## src/shared/aoc_map.vh

```
// Register indices, field positions, reset values and counts for the output control bank
`ifndef AOC_MAP_VH
`define AOC_MAP_VH

// Register indices; the APB byte address is four times the index
`define AOC_IDX_OUTPUT_POWER 4'h1
`define AOC_IDX_PATTERN_LATENCY 4'h2
`define AOC_IDX_RATE_GAIN_OFFSET 4'h3
`define AOC_IDX_STATUS 4'h8

// Word 1 fields
`define AOC_W1_DOUBLE_RATE 14
`define AOC_W1_SERIAL_DISABLE 5
`define AOC_W1_POWER_DOWN 0

// Word 2 fields
`define AOC_W2_FRAME_PAT_HI 15
`define AOC_W2_FRAME_PAT_LO 13
`define AOC_W2_LOW_LATENCY 12
`define AOC_W2_AVERAGE 11
`define AOC_W2_FRAME_PRBS 10
`define AOC_W2_DATA_PAT_HI 9
`define AOC_W2_DATA_PAT_LO 7
`define AOC_W2_GLOBAL_PRBS 6
`define AOC_W2_DELAY_LO_HI 5
`define AOC_W2_DELAY_LO_LO 0

// Word 3 fields
`define AOC_W3_RATE_HI 15
`define AOC_W3_RATE_LO 13
`define AOC_W3_GAIN_EN 12
`define AOC_W3_DELAY_HI_HI 10
`define AOC_W3_DELAY_HI_LO 9
`define AOC_W3_OFFSET_EN 8

// Writable masks of the three words; all other bits read as zero
`define AOC_W1_MASK 16'h4021
`define AOC_W2_MASK 16'hffff
`define AOC_W3_MASK 16'hf700

// Reset values
`define AOC_W1_RESET 16'h0000
`define AOC_W2_RESET 16'h0000
`define AOC_W3_RESET 16'h0000

// Serialization rate codes and lane bit counts
`define AOC_RATE_12X 3'h0
`define AOC_RATE_14X 3'h1
`define AOC_RATE_16X 3'h4
`define AOC_BITS_12X 5'h0c
`define AOC_BITS_14X 5'h0e
`define AOC_BITS_16X 5'h10

// Output pattern encoding
`define AOC_PAT_NORMAL 3'h0
`define AOC_PAT_SYNC 3'h1
`define AOC_PAT_ALTERNATE 3'h2
`define AOC_PAT_CUSTOM 3'h3
`define AOC_PAT_ONES 3'h4
`define AOC_PAT_TOGGLE 3'h5
`define AOC_PAT_ZEROS 3'h6
`define AOC_PAT_RAMP 3'h7

// Data source codes driven to the output path
`define AOC_SRC_OFF 3'h0
`define AOC_SRC_NORMAL 3'h1
`define AOC_SRC_PATTERN 3'h2
`define AOC_SRC_PRBS 3'h3

// Default clocks per converter sample
`define AOC_SAMPLE_DIV 8'h02

`endif

```

## src/rtl/aoc_output_control.v

```verilog
// APB register bank and decode for the converter serial output control words
`include "aoc_map.vh"

module aoc_output_control #(
  parameter SAMPLE_DIV = `AOC_SAMPLE_DIV
) (
  // Clock and reset
  input wire core_clk,
  input wire rst_n,
  // APB slave
  input wire psel,
  input wire penable,
  input wire pwrite,
  input wire [11:0] paddr,
  input wire [31:0] pwdata,
  input wire [3:0] pstrb,
  output reg pready,
  output reg [31:0] prdata,
  output reg pslverr,
  // Transmit trigger pin
  input wire transmit_trigger,
  // Serial output controls
  output reg double_rate_merge,
  output reg serial_output_disable,
  output reg serial_output_enable,
  output reg global_power_down,
  output reg [4:0] lane_bit_count,
  output reg [2:0] serialization_rate,
  output reg rate_code_unused,
  // Pattern controls
  output reg [2:0] frame_line_pattern_sel,
  output reg frame_line_prbs_sel,
  output reg [2:0] data_line_pattern_sel,
  output reg global_prbs_sel,
  output reg [2:0] data_source,
  output reg [2:0] frame_source,
  // Processing controls
  output reg low_latency_bypass,
  output reg two_channel_average,
  output reg digital_gain_enable,
  output reg digital_offset_enable,
  // Offset correction
  output reg [7:0] offset_start_delay,
  output reg offset_corr_start
);

  // Lane bit count of a rate code, zero for an unused code
  function [4:0] rate_bits;
    input [2:0] code;
    begin
      case (code)
        `AOC_RATE_12X: rate_bits = `AOC_BITS_12X;
        `AOC_RATE_14X: rate_bits = `AOC_BITS_14X;
        `AOC_RATE_16X: rate_bits = `AOC_BITS_16X;
        default: rate_bits = 5'h00;
      endcase
    end
  endfunction

  // True when a pattern code asks for a generated pattern rather than data
  function pattern_active;
    input [2:0] code;
    begin
      case (code)
        `AOC_PAT_NORMAL: pattern_active = 1'b0;
        default: pattern_active = 1'b1;
      endcase
    end
  endfunction

  // Register words
  reg [15:0] output_power_control;
  reg [15:0] pattern_latency_control;
  reg [15:0] serial_rate_gain_offset_control;

  // Trigger synchroniser and edge detector
  reg trig_meta;
  reg trig_sync;
  reg trig_last;
  reg trig_pulse;

  // Sample divider
  reg [7:0] div_count;
  reg sample_en;

  // Counter of accepted triggers for status
  reg [7:0] trigger_count;

  // Delay engine
  wire delay_start;
  wire delay_busy;

  // Bus decode
  wire setup_phase;
  wire access_write;
  wire [3:0] reg_index;
  wire addr_mapped;
  wire [15:0] wr_word;
  wire [15:0] wr_mask;
  wire [7:0] delay_word;

  // Bus decode: misaligned or out-of-range addresses are refused with an error
  assign setup_phase = psel & ~penable;
  assign access_write = psel & penable & pready & pwrite & ~pslverr;
  assign reg_index = paddr[5:2];
  assign addr_mapped = (paddr[11:6] == 6'h00) && (paddr[1:0] == 2'h0) &&
                       ((reg_index == `AOC_IDX_OUTPUT_POWER) ||
                        (reg_index == `AOC_IDX_PATTERN_LATENCY) ||
                        (reg_index == `AOC_IDX_RATE_GAIN_OFFSET) ||
                        (reg_index == `AOC_IDX_STATUS));
  assign wr_mask = {{8{pstrb[1]}}, {8{pstrb[0]}}};
  assign wr_word = pwdata[15:0];
  assign delay_word = {serial_rate_gain_offset_control[`AOC_W3_DELAY_HI_HI:`AOC_W3_DELAY_HI_LO],
                       pattern_latency_control[`AOC_W2_DELAY_LO_HI:`AOC_W2_DELAY_LO_LO]};

  // Answer one cycle after setup: zero-wait access phase
  always @(posedge core_clk or negedge rst_n) begin
    if (!rst_n) begin
      pready <= 1'b0;
      pslverr <= 1'b0;
    end else begin
      pready <= setup_phase;
      pslverr <= setup_phase & ~addr_mapped;
    end
  end

  // Read data is captured in the setup cycle
  // Writes, unmapped and misaligned reads return zero
  always @(posedge core_clk or negedge rst_n) begin
    if (!rst_n) begin
      prdata <= 32'h00000000;
    end else if (setup_phase) begin
      if (pwrite || !addr_mapped) begin
        prdata <= 32'h00000000;
      end else begin
        case (reg_index)
          `AOC_IDX_OUTPUT_POWER: prdata <= {16'h0000, output_power_control};
          `AOC_IDX_PATTERN_LATENCY: prdata <= {16'h0000, pattern_latency_control};
          `AOC_IDX_RATE_GAIN_OFFSET: prdata <= {16'h0000, serial_rate_gain_offset_control};
          `AOC_IDX_STATUS: prdata <= {16'h0000, trigger_count, 5'h00, rate_code_unused,
                                      offset_corr_start, delay_busy};
          default: prdata <= 32'h00000000;
        endcase
      end
    end
  end

  // Register writes on the completing access edge, per byte lane
  // Bits outside a word's mask are never stored and read back as zero
  always @(posedge core_clk or negedge rst_n) begin
    if (!rst_n) begin
      output_power_control <= `AOC_W1_RESET;
      pattern_latency_control <= `AOC_W2_RESET;
      serial_rate_gain_offset_control <= `AOC_W3_RESET;
    end else if (access_write) begin
      case (reg_index)
        `AOC_IDX_OUTPUT_POWER: begin
          output_power_control <= (output_power_control & ~(wr_mask & `AOC_W1_MASK)) |
                                  (wr_word & wr_mask & `AOC_W1_MASK);
        end
        `AOC_IDX_PATTERN_LATENCY: begin
          pattern_latency_control <= (pattern_latency_control & ~(wr_mask & `AOC_W2_MASK)) |
                                     (wr_word & wr_mask & `AOC_W2_MASK);
        end
        `AOC_IDX_RATE_GAIN_OFFSET: begin
          serial_rate_gain_offset_control <=
            (serial_rate_gain_offset_control & ~(wr_mask & `AOC_W3_MASK)) |
            (wr_word & wr_mask & `AOC_W3_MASK);
        end
        default: begin
          output_power_control <= output_power_control;
        end
      endcase
    end
  end

  // Two-stage synchroniser on the trigger pin, then rising-edge detect
  // Triggers count only while offset subtraction is on and power is up
  always @(posedge core_clk or negedge rst_n) begin
    if (!rst_n) begin
      trig_meta <= 1'b0;
      trig_sync <= 1'b0;
      trig_last <= 1'b0;
      trig_pulse <= 1'b0;
    end else begin
      trig_meta <= transmit_trigger;
      trig_sync <= trig_meta;
      trig_last <= trig_sync;
      trig_pulse <= trig_sync & ~trig_last & digital_offset_enable & ~global_power_down;
    end
  end

  // Sample-rate enable pulse from the core clock
  // Every rate below the core clock is this one-cycle enable
  always @(posedge core_clk or negedge rst_n) begin
    if (!rst_n) begin
      div_count <= 8'h00;
      sample_en <= 1'b0;
    end else if (div_count >= SAMPLE_DIV[7:0] - 8'h01) begin
      div_count <= 8'h00;
      sample_en <= 1'b1;
    end else begin
      div_count <= div_count + 8'h01;
      sample_en <= 1'b0;
    end
  end

  // Triggers accepted, wrapping
  // Read back through the status word for software bookkeeping
  always @(posedge core_clk or negedge rst_n) begin
    if (!rst_n) begin
      trigger_count <= 8'h00;
    end else if (trig_pulse) begin
      trigger_count <= trigger_count + 8'h01;
    end
  end

  // Offset correction start delay
  aoc_start_delay u_start_delay (
    .core_clk(core_clk),
    .rst_n(rst_n),
    .sample_en(sample_en),
    .trigger(trig_pulse),
    .delay(delay_word),
    .start(delay_start),
    .busy(delay_busy)
  );

  // Word 1 controls
  // The enable is low while the interface is disabled or powered down
  always @(posedge core_clk or negedge rst_n) begin
    if (!rst_n) begin
      double_rate_merge <= 1'b0;
      serial_output_disable <= 1'b0;
      serial_output_enable <= 1'b0;
      global_power_down <= 1'b0;
    end else begin
      double_rate_merge <= output_power_control[`AOC_W1_DOUBLE_RATE];
      serial_output_disable <= output_power_control[`AOC_W1_SERIAL_DISABLE];
      serial_output_enable <= ~output_power_control[`AOC_W1_SERIAL_DISABLE] &
                              ~output_power_control[`AOC_W1_POWER_DOWN];
      global_power_down <= output_power_control[`AOC_W1_POWER_DOWN];
    end
  end

  // Word 2 controls
  always @(posedge core_clk or negedge rst_n) begin
    if (!rst_n) begin
      frame_line_pattern_sel <= `AOC_PAT_NORMAL;
      low_latency_bypass <= 1'b0;
      two_channel_average <= 1'b0;
      frame_line_prbs_sel <= 1'b0;
      data_line_pattern_sel <= `AOC_PAT_NORMAL;
      global_prbs_sel <= 1'b0;
    end else begin
      frame_line_pattern_sel <=
        pattern_latency_control[`AOC_W2_FRAME_PAT_HI:`AOC_W2_FRAME_PAT_LO];
      low_latency_bypass <= pattern_latency_control[`AOC_W2_LOW_LATENCY];
      two_channel_average <= pattern_latency_control[`AOC_W2_AVERAGE];
      frame_line_prbs_sel <= pattern_latency_control[`AOC_W2_FRAME_PRBS];
      data_line_pattern_sel <=
        pattern_latency_control[`AOC_W2_DATA_PAT_HI:`AOC_W2_DATA_PAT_LO];
      global_prbs_sel <= pattern_latency_control[`AOC_W2_GLOBAL_PRBS];
    end
  end

  // Source selection: power-down and disable win, then PRBS, then pattern
  // Off wins so a stopped interface never shows a pattern
  always @(posedge core_clk or negedge rst_n) begin
    if (!rst_n) begin
      data_source <= `AOC_SRC_OFF;
      frame_source <= `AOC_SRC_OFF;
    end else if (output_power_control[`AOC_W1_POWER_DOWN] ||
                 output_power_control[`AOC_W1_SERIAL_DISABLE]) begin
      data_source <= `AOC_SRC_OFF;
      frame_source <= `AOC_SRC_OFF;
    end else begin
      if (pattern_latency_control[`AOC_W2_GLOBAL_PRBS]) begin
        data_source <= `AOC_SRC_PRBS;
      end else if (pattern_active(
                   pattern_latency_control[`AOC_W2_DATA_PAT_HI:`AOC_W2_DATA_PAT_LO])) begin
        data_source <= `AOC_SRC_PATTERN;
      end else begin
        data_source <= `AOC_SRC_NORMAL;
      end
      if (pattern_latency_control[`AOC_W2_FRAME_PRBS]) begin
        frame_source <= `AOC_SRC_PRBS;
      end else if (pattern_active(
                   pattern_latency_control[`AOC_W2_FRAME_PAT_HI:`AOC_W2_FRAME_PAT_LO])) begin
        frame_source <= `AOC_SRC_PATTERN;
      end else begin
        frame_source <= `AOC_SRC_NORMAL;
      end
    end
  end

  // Word 3 controls and rate decode
  // An unused rate code gives zero lane bits and raises the unused flag
  always @(posedge core_clk or negedge rst_n) begin
    if (!rst_n) begin
      serialization_rate <= `AOC_RATE_12X;
      lane_bit_count <= `AOC_BITS_12X;
      rate_code_unused <= 1'b0;
      digital_gain_enable <= 1'b0;
      digital_offset_enable <= 1'b0;
    end else begin
      serialization_rate <= serial_rate_gain_offset_control[`AOC_W3_RATE_HI:`AOC_W3_RATE_LO];
      lane_bit_count <=
        rate_bits(serial_rate_gain_offset_control[`AOC_W3_RATE_HI:`AOC_W3_RATE_LO]);
      rate_code_unused <= (rate_bits(
        serial_rate_gain_offset_control[`AOC_W3_RATE_HI:`AOC_W3_RATE_LO]) == 5'h00);
      digital_gain_enable <= serial_rate_gain_offset_control[`AOC_W3_GAIN_EN];
      digital_offset_enable <= serial_rate_gain_offset_control[`AOC_W3_OFFSET_EN];
    end
  end

  // Delay value and start pulse
  // The start pulse is re-timed so that it leaves a flip-flop
  always @(posedge core_clk or negedge rst_n) begin
    if (!rst_n) begin
      offset_start_delay <= 8'h00;
      offset_corr_start <= 1'b0;
    end else begin
      offset_start_delay <= delay_word;
      offset_corr_start <= delay_start;
    end
  end

endmodule

```

## src/rtl/aoc_start_delay.v

```verilog
// Sample-counting delay from a transmit trigger to the start of offset correction
module aoc_start_delay (
  // Clock and reset
  input wire core_clk,
  input wire rst_n,
  // Timing
  input wire sample_en,
  input wire trigger,
  input wire [7:0] delay,
  // Result
  output reg start,
  output reg busy
);

  reg [7:0] count;

  // A trigger restarts the count; zero delay starts at once
  always @(posedge core_clk or negedge rst_n) begin
    if (!rst_n) begin
      count <= 8'h00;
      busy <= 1'b0;
      start <= 1'b0;
    end else begin
      start <= 1'b0;
      if (trigger) begin
        if (delay == 8'h00) begin
          start <= 1'b1;
          busy <= 1'b0;
        end else begin
          count <= delay;
          busy <= 1'b1;
        end
      end else if (busy && sample_en) begin
        if (count == 8'h01) begin
          start <= 1'b1;
          busy <= 1'b0;
        end
        count <= count - 8'h01;
      end
    end
  end

endmodule

```

## config.mk

```make
export PLATFORM = sky130hd
export DESIGN_NAME = aoc_output_control
export DESIGN_NICKNAME = d
export VERILOG_FILES = /design/src/rtl/aoc_output_control.v /design/src/rtl/aoc_start_delay.v
export VERILOG_INCLUDE_DIRS = /design/src /design/src/shared
export SDC_FILE = /design/constraint.sdc
export NUM_CORES = 1
export LEC_CHECK = 0
export BUFFER_PORTS_ARGS = -buffer_cell sky130_fd_sc_hd__buf_4
export CORE_AREA = 2 2 125 115
export CTS_CLUSTER_DIAMETER = 200
export DETAILED_ROUTE_END_ITERATION = 16
export DIE_AREA = 0 0 127 117
export GPL_TIMING_DRIVEN = 0
export PLACE_DENSITY = 0.58
export SLEW_MARGIN = 10
export SYNTH_ARGS = -nofsm -noshare
export SYNTH_HDL_FRONTEND = slang
export SYNTH_HIERARCHICAL = 1
export SYNTH_SLANG_ARGS = --single-unit
```

## constraint.sdc

```tcl
create_clock -name core_clk -period 1.9 [get_ports core_clk]
set_clock_uncertainty 0.05 [all_clocks]
set_input_delay 0.19 -clock core_clk [delete_from_list [all_inputs] [get_ports core_clk]]
set_output_delay 0.19 -clock core_clk [all_outputs]
set_load 0.05 [all_outputs]
```

==> metrics.txt, run 1 <==
Setup CP Type=flop to flop; Max Cap Violations=0; net count reported at finish=between 500 and 600; Post-synth top cells=110 x dfrtp_1, 31 x nand2_1, 27 x mux2_2; GR met1 Demand/Resource=0.1858; setup TNS after final layout=0 ns; Synth Area per Inst=13.08 sq um; grt met3 use=0.04409; Mapped Area=4357 sq um; share of power burned in the clock network=0.382; share of cells above drive strength 1=0.3785; hold depth=2; Mapped Cells=333; min cycle time layout=1.789 ns; Sequential Power Share=0.489; switch share=0.2598; CP arrival=1.95 ns; die area=approximately 15000 sq um; non-filler cells in the finished layout=637; net switching power=1.354 mW; leakage power figure=2.835 nW; Vias=2963; Clock Tree Buf Depth=2; worst hold path startpoint=pwdata[11]; CTS H-tree lvls=3; Worst Path Max Fanout=8; leading area contributor after synthesis=dfrtp_1; crit start category=flop; area share of the largest cell type after synthesis=0.6318; placed instance count=between 600 and 700; routed len/inst=15.92 um; Die Span Y=117 um; Post-DP HPWL=a little over 7000 um; die width=approximately 130 um; Placeable Area=13650 sq um; Worst EP required=2.06 ns; Async SR Flop Fraction=1.000; Placer Congestion=0.8751; DR vias/cell=4.651; Min-Delay Path Class=input port to flop; Initial Utilization=0.3193; Post-synth EDFFs=0; initial antenna violation count=0; Placement Setup Slack=0.01366 ns; IO buf count=90; antenna-violating nets left=0; post-synthesis sequential area ratio=0.6379; RSZ-0062 raised after global routing=no; peak supply drop=0.0004436 V; Tot GR Track Use=0.1402; DRC Markers=0; period utilization=0.9417; Pint=3.858 mW; #FFs+latches synth=111; # rows=41; worst-skew pair later-pin latency=0.35 ns; Synth area leaders=dfrtp_1 63%, mux2_2 7.0%, buf_4 3.4%, nand2_1 2.7%, o21ai_0 2.4%; DR pass1 iterations=5; CP Capture Type=flop; drt initial violations=around 270; Inserted Diodes=0; FF-to-FF End=u_start_delay/count[2]$_DFFE_PN0P_; CTS buffer count=9; Final Hold Fails=0; Primary FF master, synth=dfrtp_1; via count of the first global-routing pass=2938; CTS tree=done; largest net degree at the start of global routing=112; DRT Wirelength=10140 um; GR peak layer=met2; final setup vio count=0; clock root cell=clkbuf_16; first-pass GRT wire length=15920 um; Num Clock Sinks=approximately 110; status=finished clean; final setup margin=approximately 0.11 ns; combinational share of power=0.129; Worst-Margin Slew=0.9677 ns; # IOs=128; flop2flop setup slack=0.11 ns; slew margin rel.=0.3549; reg2reg path depth=4; total gr overflow=0; fmax=558.9 MHz; met2 Use GR=0.2183; yosys warns=6; Pwr Density=913.7 nW/um^2; Layout Area Growth over Synthesis=30.93%; Netlist cell types=49; count leader, synth=dfrtp_1; Slew Viols, Final=0; clk slew on worst S/H paths=0.07 ns
-- final cells by class --
type | count | area [sq um]
clock buffer | 10 | 229.0
buffer | 26 | 182.7
inverter | 8 | 30.03
multi-input combinational | 211 | 1476
clock inverter | 6 | 85.08
sequential | 111 | 2779
tap | 172 | 215.2
timing repair buffer | 93 | 706.9
fill | 1293 | 7941
-- power groups by stage --
stage | combinational, mW | clock (mW) | sequential [mW]
finish | 0.673 | 1.99 | 2.55
global route | 0.739 | 2.13 | 2.56
CTS | 0.647 | 2.04 | 2.54
detailed placement | 0.641 | 0 | 2.58
global placement | 0.627 | 0 | 2.58
floorplan | 0.345 | 0 | 2.65
-- through the flow --
step                      area (sq um)    util  total power [mW]  hold WS [ns]
after floorplan                   4443       -             2.994       -0.1556
after global placement            5334  0.3909             3.209        0.2527
after detailed placement          5338  0.3912             3.225        0.2607
after global routing              5704  0.4180             5.427       0.02263
after CTS                         5674  0.4158             5.223       0.01889
final                             5704  0.4180             5.212       0.02643
-- worst max path at each step --
stage / from / to / slack, ns / cells after the start
after floorplan: pready$_DFF_PN0_ / flop / 0.07 / 4
after detailed placement: pready$_DFF_PN0_ / flop / 0.01 / 4
final: flop / u_start_delay/count[2]$_DFFE_PN0P_ / 0.11 / 4
after global routing: u_start_delay/count[0]$_DFFE_PN0P_ / u_start_delay/count[6]$_DFFE_PN0P_ / 0.02 / 6
after CTS: flop / u_start_delay/count[2]$_DFFE_PN0P_ / 0.05 / 4
after global placement: pready$_DFF_PN0_ / flop / 0.02 / 4
-- timing repair --
action | in CTS | in global routing
hold buffers | 2 | 0
buffers inserted | 0 | 1
gates resized for setup | 1 | 6
pin swaps | 0 | 1
setup endpoints to repair | 6 | 17
hold endpoints to repair | 111 | 0
-- cells by family (layout without fill, tap and decap cells) --
| kind of cell | Yosys count | after routing | share of synthesized area |
|---|---|---|---|
| flip-flops | 111 | 111 | 0.6379 |
| AND/OR/NAND/NOR | 86 | 86 | 0.1132 |
| AO/OA/AOI/OAI | 58 | 58 | 0.09219 |
| buffers and inverters | 34 | 143 | 0.04882 |
| multiplexers | 27 | 27 | 0.06979 |
| XOR/XNOR | 10 | 10 | 0.02010 |
| adder cells (fa/ha/maj) | 6 | 6 | 0.01723 |
| other | 1 | 24 | 0.0008607 |
-- cells in the final DEF (no fill, tap or decap), types with 4 or more instances in the layout --
master     instances
a222oi_1           8
inv_1              6
nand2_1           30
o21ai_0           21
buf_4            110
dfrtp_1          110
conb_1            24
nand4_1            6
ha_1               5
clkbuf_16          9
a22oi_1            5
a21oi_1            5
xor2_1             4
xnor2_1            6
nor3_1             6
mux2_2            27
clkbuf_1           4
nor2_1            12
-- worst max-delay path, stage by stage, from the launching register on --
cell      delay [ns]
dfrtp_1         0.44
or4_4           0.59
o21a_4          0.27
a211oi_2        0.22
a21oi_1         0.08
-- metal layers --
layer,up-vias,part of all wire
met5,-,0
met4,0,0.016
met3,13,0.079
met2,108,0.46
met1,1446,0.44
li1,1396,-
No activity file was read; power rests on OpenSTA's default activity.
==> run 2, diff against run 1 <==
ABC_AREA = 1   (was not set)
CORE_AREA = 2 2 131 120   (was 2 2 125 115)
DIE_AREA = 0 0 133 122   (was 0 0 127 117)
==> metrics.txt, run 2 <==
Filler cells=1520 (was 1293); number of setup buffers added after CTS=0 (unchanged); Final Hold Fails=0 (unchanged); clock root cell=clkbuf_16 (unchanged); commonest non-fill, non-tap cells in the layout=178 x nand2_1, 111 x buf_4, 110 x dfrtp_1 (was 110 x dfrtp_1, 110 x buf_4, 30 x nand2_1); Min-Delay Path Class=input port to flop (unchanged); crit start category=input port (was flop); DRT Wirelength=11910 um (was 10140 um); CTS buffer count=9 (unchanged); final core occ=0.4077 (was 0.4180); largest family of logic cells by synthesized area=simple AND/OR/NAND/NOR gates (unchanged); min cycle time layout=1.661 ns (was 1.789 ns); CP arrival=1.85 ns (was 1.95 ns); fmax=602.0 MHz (was 558.9 MHz); die area=16230 sq um (was 14860 sq um); Synth Area per Inst=9.075 sq um (was 13.08 sq um); worst-skew pair later-pin latency=0.36 ns (was 0.35 ns); final setup margin=0.2388 ns (was 0.1108 ns); Post-synth top cells=178 x nand2_1, 110 x dfrtp_1, 46 x nand3_1 (was 110 x dfrtp_1, 31 x nand2_1, 27 x mux2_2); DR vias/cell=4.440 (was 4.651); commonest non-fill, non-tap cell in the layout=nand2_1; Max Cap Violations=0 (unchanged); status=finished clean (unchanged); Placeable Area=15010 sq um (was 13650 sq um); peak supply drop=0.0004414 V (was 0.0004436 V); Largest delay share family, worst path=buffers and inverters (was simple AND/OR/NAND/NOR gates); flop2flop setup slack=0.35 ns (was 0.11 ns); Crit path largest cell delay=0.53 ns (was 0.59 ns); Primary FF master, synth=dfrtp_1 (unchanged); antenna-violating nets left=0 (unchanged); # rows=43 (was 41); Slew Viols, Final=0 (unchanged); Multi-input gate area=1707 sq um (was 1476 sq um); RSZ-0062 raised after global routing=no (unchanged); Async SR Flop Fraction=1.000 (unchanged); Netlist cell types=32 (was 49); Mapped Cells=529 (was 333); Die Span Y=122 um (was 117 um); Worst EP required=2.09 ns (was 2.06 ns); Inserted Diodes=0 (unchanged); Crit-path slowest cell=dlygate4sd3_1 (was or4_4); Synth Area in Adders=0.01564 (was 0.01723); Pint=3.697 mW (was 3.858 mW); # IOs=128 (unchanged); Post-synth EDFFs=0 (unchanged); share of power burned in the clock network=0.340 (was 0.382); count leader, synth=nand2_1 (was dfrtp_1); largest net degree at the start of global routing=112 (unchanged); routed len/inst=13.82 um (was 15.92 um); DRC Markers=0 (unchanged); Placement Setup Slack=0.2078 ns (was 0.01366 ns); net count reported at finish=715 (was 520); die width=133 um (was 127 um); register area=2779 sq um (unchanged); slew margin rel.=0.3218 (was 0.3549); CTS tree=done (unchanged); xor and xnor area share after synthesis=0.01095 (was 0.02010); Clock Tree Buf Depth=2 (unchanged); Num Clock Sinks=111 (unchanged); CTS H-tree lvls=3 (unchanged); Worst Path Max Fanout=10 (was 8); leakage power figure=3.327 nW (was 2.835 nW); area share of the largest cell type after synthesis=0.5734 (was 0.6318); Sequential Power Share=0.489 (about the same); Worst-Margin Slew=1.017 ns (was 0.9677 ns); CP Buf/Inv Count=3 (was 0); combinational share of power=0.172 (was 0.129); yosys warns=6 (unchanged); DR pass1 iterations=4 (was 5); post-synthesis mux area share=0.002346 (was 0.06979); Tot GR Track Use=0.1520 (was 0.1402); leading area contributor after synthesis=dfrtp_1 (unchanged); initial antenna violation count=0 (unchanged); Placer Congestion=0.8355 (was 0.8751); Post-DP HPWL=8996 um (was 7177 um); post-synthesis sequential area ratio=0.5788 (was 0.6379); total power=5.201 mW (was 5.212 mW); share of cells above drive strength 1=0.2379 (was 0.3785); drt initial violations=166 (was 266); Vias=3827 (was 2963); CP Capture Type=flop (unchanged); Initial Utilization=0.3198 (was 0.3193); Mapped Area=4801 sq um (was 4357 sq um); Synth area leaders=dfrtp_1 57%, nand2_1 14%, nand3_1 4.8%, nand4_1 4.0%, buf_4 3.6% (was dfrtp_1 63%, mux2_2 7.0%, buf_4 3.4%, nand2_1 2.7%, o21ai_0 2.4%); CP Cell Sequence=dlygate4sd3_1, buf_4, nand3_1, nor3_2, buf_4, nand3_2, nand2_1, nand2_1 (was or4_4, o21a_4, a211oi_2, a21oi_1); Simple-Gate Fraction of Synth Area=0.2882 (was 0.1132); IO buf count=89 (was 90); Setup CP Type=input port to flop (was flop to flop); clk slew on worst S/H paths=0.07 ns (about the same); period utilization=0.8743 (was 0.9417); net switching power=1.504 mW (was 1.354 mW); via count of the first global-routing pass=3535 (was 2938); compound-gate portion of the synthesized area=0.01955 (was 0.09219); switch share=0.2892 (was 0.2598); Layout Area Growth over Synthesis=27.47% (was 30.93%); #FFs+latches synth=111 (unchanged); setup TNS after final layout=0 ns (unchanged); first-pass GRT wire length=18770 um (was 15920 um); Pwr Density=849.9 nW/um^2 (was 913.7 nW/um^2); total gr overflow=0 (unchanged); final setup vio count=0 (unchanged)
## run 2: cell types whose count changed after synthesis, sizes merged, moves of 4 or more
cell    before  now
nand4        7   31
nor3         9    3
nor3b        4    0
a222oi       8    0
inv          8   40
mux2        27    1
nor2        12   44
buf         23   30
nor4b        4    0
nand3        3   49
o21ai       23   10
a211oi       4    0
a22oi        5    0
nand2       33  180
## run 2: repair_timing
action,4_1_cts,5_1_grt
endpoints found under the hold margin,76,0
hold buffers,3,0
setup endpoints to repair,0,7
gates resized for setup,0,2
## run 2: metal layers
| layer | share of wire | vias to the layer above | track usage |
|---|---|---|---|
| met1 | 0.47 | 1803 | 0.2015 |
| met4 | 0.011 | 0 | 0.04234 |
| met5 | 0 | - | 0 |
| met3 | 0.083 | 10 | 0.05784 |
| met2 | 0.44 | 120 | 0.2335 |
| li1 | - | 1894 | - |
## run 2: kinds of logic (layout without fill, tap and decap cells)
group | after synthesis | in the layout
compound gates | 15 | 15
xor+xnor | 6 | 6
fa+ha+maj | 6 | 6
buf+inv | 77 | 185
flops | 111 | 111
mux | 1 | 1
other cells | 1 | 24
simple gates | 312 | 312
## run 2: final timing paths
path | start | cells past startpoint | endpoint
setup / recovery | penable | 8 | flop
hold / removal | pwdata[1] | 3 | flop
setup reg to reg | pready$_DFF_PN0_ | 6 | flop
hold reg to reg | u_start_delay/start$_DFF_PN0_ | 0 | offset_corr_start$_DFF_PN0_
max in group asynchronous | rst_n | 2 | div_count[2]$_DFF_PN0_
min in group asynchronous | rst_n | 2 | offset_start_delay[2]$_DFF_PN0_
## run 2: area by class of cell
type                            count  area share
Clock inverter                      5    0.005520
Clock buffer                       11     0.03966
Buffer                             36     0.04069
Inverter                           41     0.02515
Timing Repair Buffer               92      0.1147
Sequential cell                   111      0.4541
Multi-Input combinational cell    364      0.2789
Tap cell                          202     0.04130
## run 2: metrics by stage
stage	std cells	instance area (sq um)	hold slack, ns
floorplan	552	4887	-0.1556
global placement	843	5808	0.2515
detailed placement	843	5812	0.2521
CTS	862	6118	0.02095
global route	862	6120	0.04112
finish	862	6120	0.03839
## run 2: power groups by stage
stage / clock (mW) / combinational (mW) / sequential, mW
after floorplan: 0 / 0.557 / 2.65
after global placement: 0 / 0.886 / 2.59
after detailed placement: 0 / 0.896 / 2.59
after CTS: 1.83 / 0.904 / 2.54
after global routing: 1.93 / 0.998 / 2.56
final: 1.77 / 0.894 / 2.54
## run 2: worst register-to-register path: stages, from the launching register on
cell and delay, ns:
dfrtp_1 0.35, nand3_1 0.09, nor3_2 0.36, buf_4 0.27
nand3_2 0.17, nand2_1 0.11, nand2_1 0.05
==> run 3, diff against run 2 <==
RECOVER_POWER = 100   (was not set)
==> metrics.txt, run 3 (same netlist as run 2, synthesis figures left out) <==
Pint=3.666 mW (was 3.697 mW); Tot GR Track Use=0.1520 (unchanged); Clock Tree Buf Depth=2 (unchanged); slew margin rel.=0.3218 (about the same); DR vias/cell=4.470 (was 4.440); CP arrival=1.89 ns (was 1.85 ns); Worst EP required=2.09 ns (about the same); Vias=3853 (was 3827); fmax=591.2 MHz (was 602.0 MHz); Fin Hold WS=0.03550 ns (was 0.03839 ns); Setup CP Type=input port to flop (unchanged); combinational share of power=0.166 (was 0.172); Crit. Startpoint=penable (unchanged); final setup margin=0.2086 ns (was 0.2388 ns); max layer used=met4 (unchanged); net count reported at finish=715 (unchanged); first-pass GRT wire length=18770 um (unchanged); Inserted Diodes=0 (unchanged); # rows=43 (unchanged); drt initial violations=199 (was 166); via count of the first global-routing pass=3535 (unchanged); status=finished clean (unchanged); Sequential Power Share=0.491 (was 0.489); total power=5.172 mW (was 5.201 mW); crit start category=input port (unchanged); Pwr Density=878.3 nW/um^2 (was 849.9 nW/um^2); share of cells above drive strength 1=0.1455 (was 0.2379); commonest non-fill, non-tap cells in the layout=178 x nand2_1, 110 x dfrtp_1, 61 x clkbuf_1 (was 178 x nand2_1, 111 x buf_4, 110 x dfrtp_1); period utilization=0.8902 (was 0.8743); final setup vio count=0 (unchanged); min cycle time layout=1.691 ns (was 1.661 ns); Placer Congestion=0.8355 (unchanged); worst hold path startpoint=pwdata[3] (was pwdata[1]); net switching power=1.506 mW (was 1.504 mW); largest net degree at the start of global routing=112 (unchanged); worst-skew pair later-pin latency=0.36 ns (about the same); Placement Setup Slack=0.2078 ns (unchanged); routed len/inst=13.85 um (was 13.82 um); wl on met1=5647 um (was 5579 um); Post-DP HPWL=8996 um (unchanged); # IOs=128 (unchanged); setup TNS after final layout=0 ns (unchanged); share of power burned in the clock network=0.343 (was 0.340); Min-Delay Path Class=input port to flop (unchanged); CTS H-tree lvls=3 (unchanged); Layout Area Growth over Synthesis=22.65% (was 27.47%); antenna-violating nets left=0 (unchanged); CP Capture Type=flop (unchanged); DRC Markers=0 (unchanged); peak supply drop=0.0004435 V (was 0.0004414 V); final core occ=0.3923 (was 0.4077); IO buf count=89 (unchanged); Worst Path Max Fanout=10 (unchanged); CTS buffer count=9 (unchanged); DRT Wirelength=11940 um (was 11910 um); RSZ-0062 raised after global routing=no (unchanged); CTS tree=done (unchanged); die width=133 um (unchanged); Slew Viols, Final=0 (unchanged); Num Clock Sinks=111 (unchanged); Met2 Wirelength=5187 um (was 5219 um); total gr overflow=0 (unchanged); initial antenna violation count=0 (unchanged); Placeable Area=15010 sq um (unchanged); DR pass1 iterations=4 (unchanged); Initial Utilization=0.3198 (unchanged); switch share=0.2912 (was 0.2892); Final Hold Fails=0 (unchanged); clk slew on worst S/H paths=0.08 ns (was 0.07 ns); Worst-Margin Slew=1.017 ns (about the same); met3 WL post-DR=974 um (was 983 um); die area=16230 sq um (unchanged); clock root cell=clkbuf_16 (unchanged); Die Span Y=122 um (unchanged); Max Cap Violations=0 (unchanged); leakage power figure=3.091 nW (was 3.327 nW); commonest non-fill, non-tap cell in the layout=nand2_1 (unchanged)
## run 3: changes by cell type in the layout (fill, tap and decap cells not counted), sizes merged
cell / previous run / this run
buf: 119 / 62
clkbuf: 17 / 74
## run 3: layout make-up
class | count | area, sq um
Tap cell | 202 | 252.7
Sequential cell | 111 | 2779
Buffer | 36 | 249.0
Clock buffer | 11 | 242.7
Inverter | 41 | 153.9
Multi-Input combinational cell | 364 | 1682
Fill cell | 1560 | 9123
Timing Repair Buffer | 92 | 495.5
Clock inverter | 5 | 33.78
## run 3: critical path, stage by stage
cell and delay [ns]:
dlygate4sd3_1 0.53, clkbuf_4 0.13, nand3_1 0.08, nor3_2 0.35, buf_4 0.27, nand3_2 0.17, nand2_1 0.11, nand2_1 0.05
## run 3: final timing paths
kind                            cells past startpoint                                  to  slack [ns]
worst max-delay path                                8                                flop        0.21
min in group asynchronous                           2     offset_start_delay[2]$_DFF_PN0_        0.46
worst max register to register                      7  u_start_delay/count[5]$_DFFE_PN0P_        0.26
worst min register to register                      0         offset_corr_start$_DFF_PN0_        0.30
max in group asynchronous                           2              div_count[2]$_DFF_PN0_        0.62
worst min-delay path                                3                                flop        0.04
## run 3: repair_timing
action	in CTS	in global routing
buffers inserted	0	0
hold buffers	3	0
endpoints found under the setup margin	0	7
gates resized for setup	0	2
endpoints found under the hold margin	76	0
## run 3: routing by layer
| metal | vias up | track usage |
|---|---|---|
| met3 | 10 | 0.05784 |
| li1 | 1894 | - |
| met2 | 128 | 0.2335 |
| met5 | - | 0 |
| met1 | 1821 | 0.2015 |
| met4 | 0 | 0.04234 |
## run 3: power by group through the flow
| stage | registers (mW) | logic [mW] | clock network (mW) |
|---|---|---|---|
| floorplan | 2.65 | 0.557 | 0 |
| global placement | 2.59 | 0.886 | 0 |
| detailed placement | 2.59 | 0.896 | 0 |
| CTS | 2.54 | 0.904 | 1.83 |
| global route | 2.55 | 0.961 | 1.93 |
| finish | 2.54 | 0.859 | 1.77 |
## run 3: metrics by stage
stage	cells	area, sq um
finish	862	5888
global route	862	5888
CTS	862	6118
detailed placement	843	5812
global placement	843	5808
floorplan	552	4887
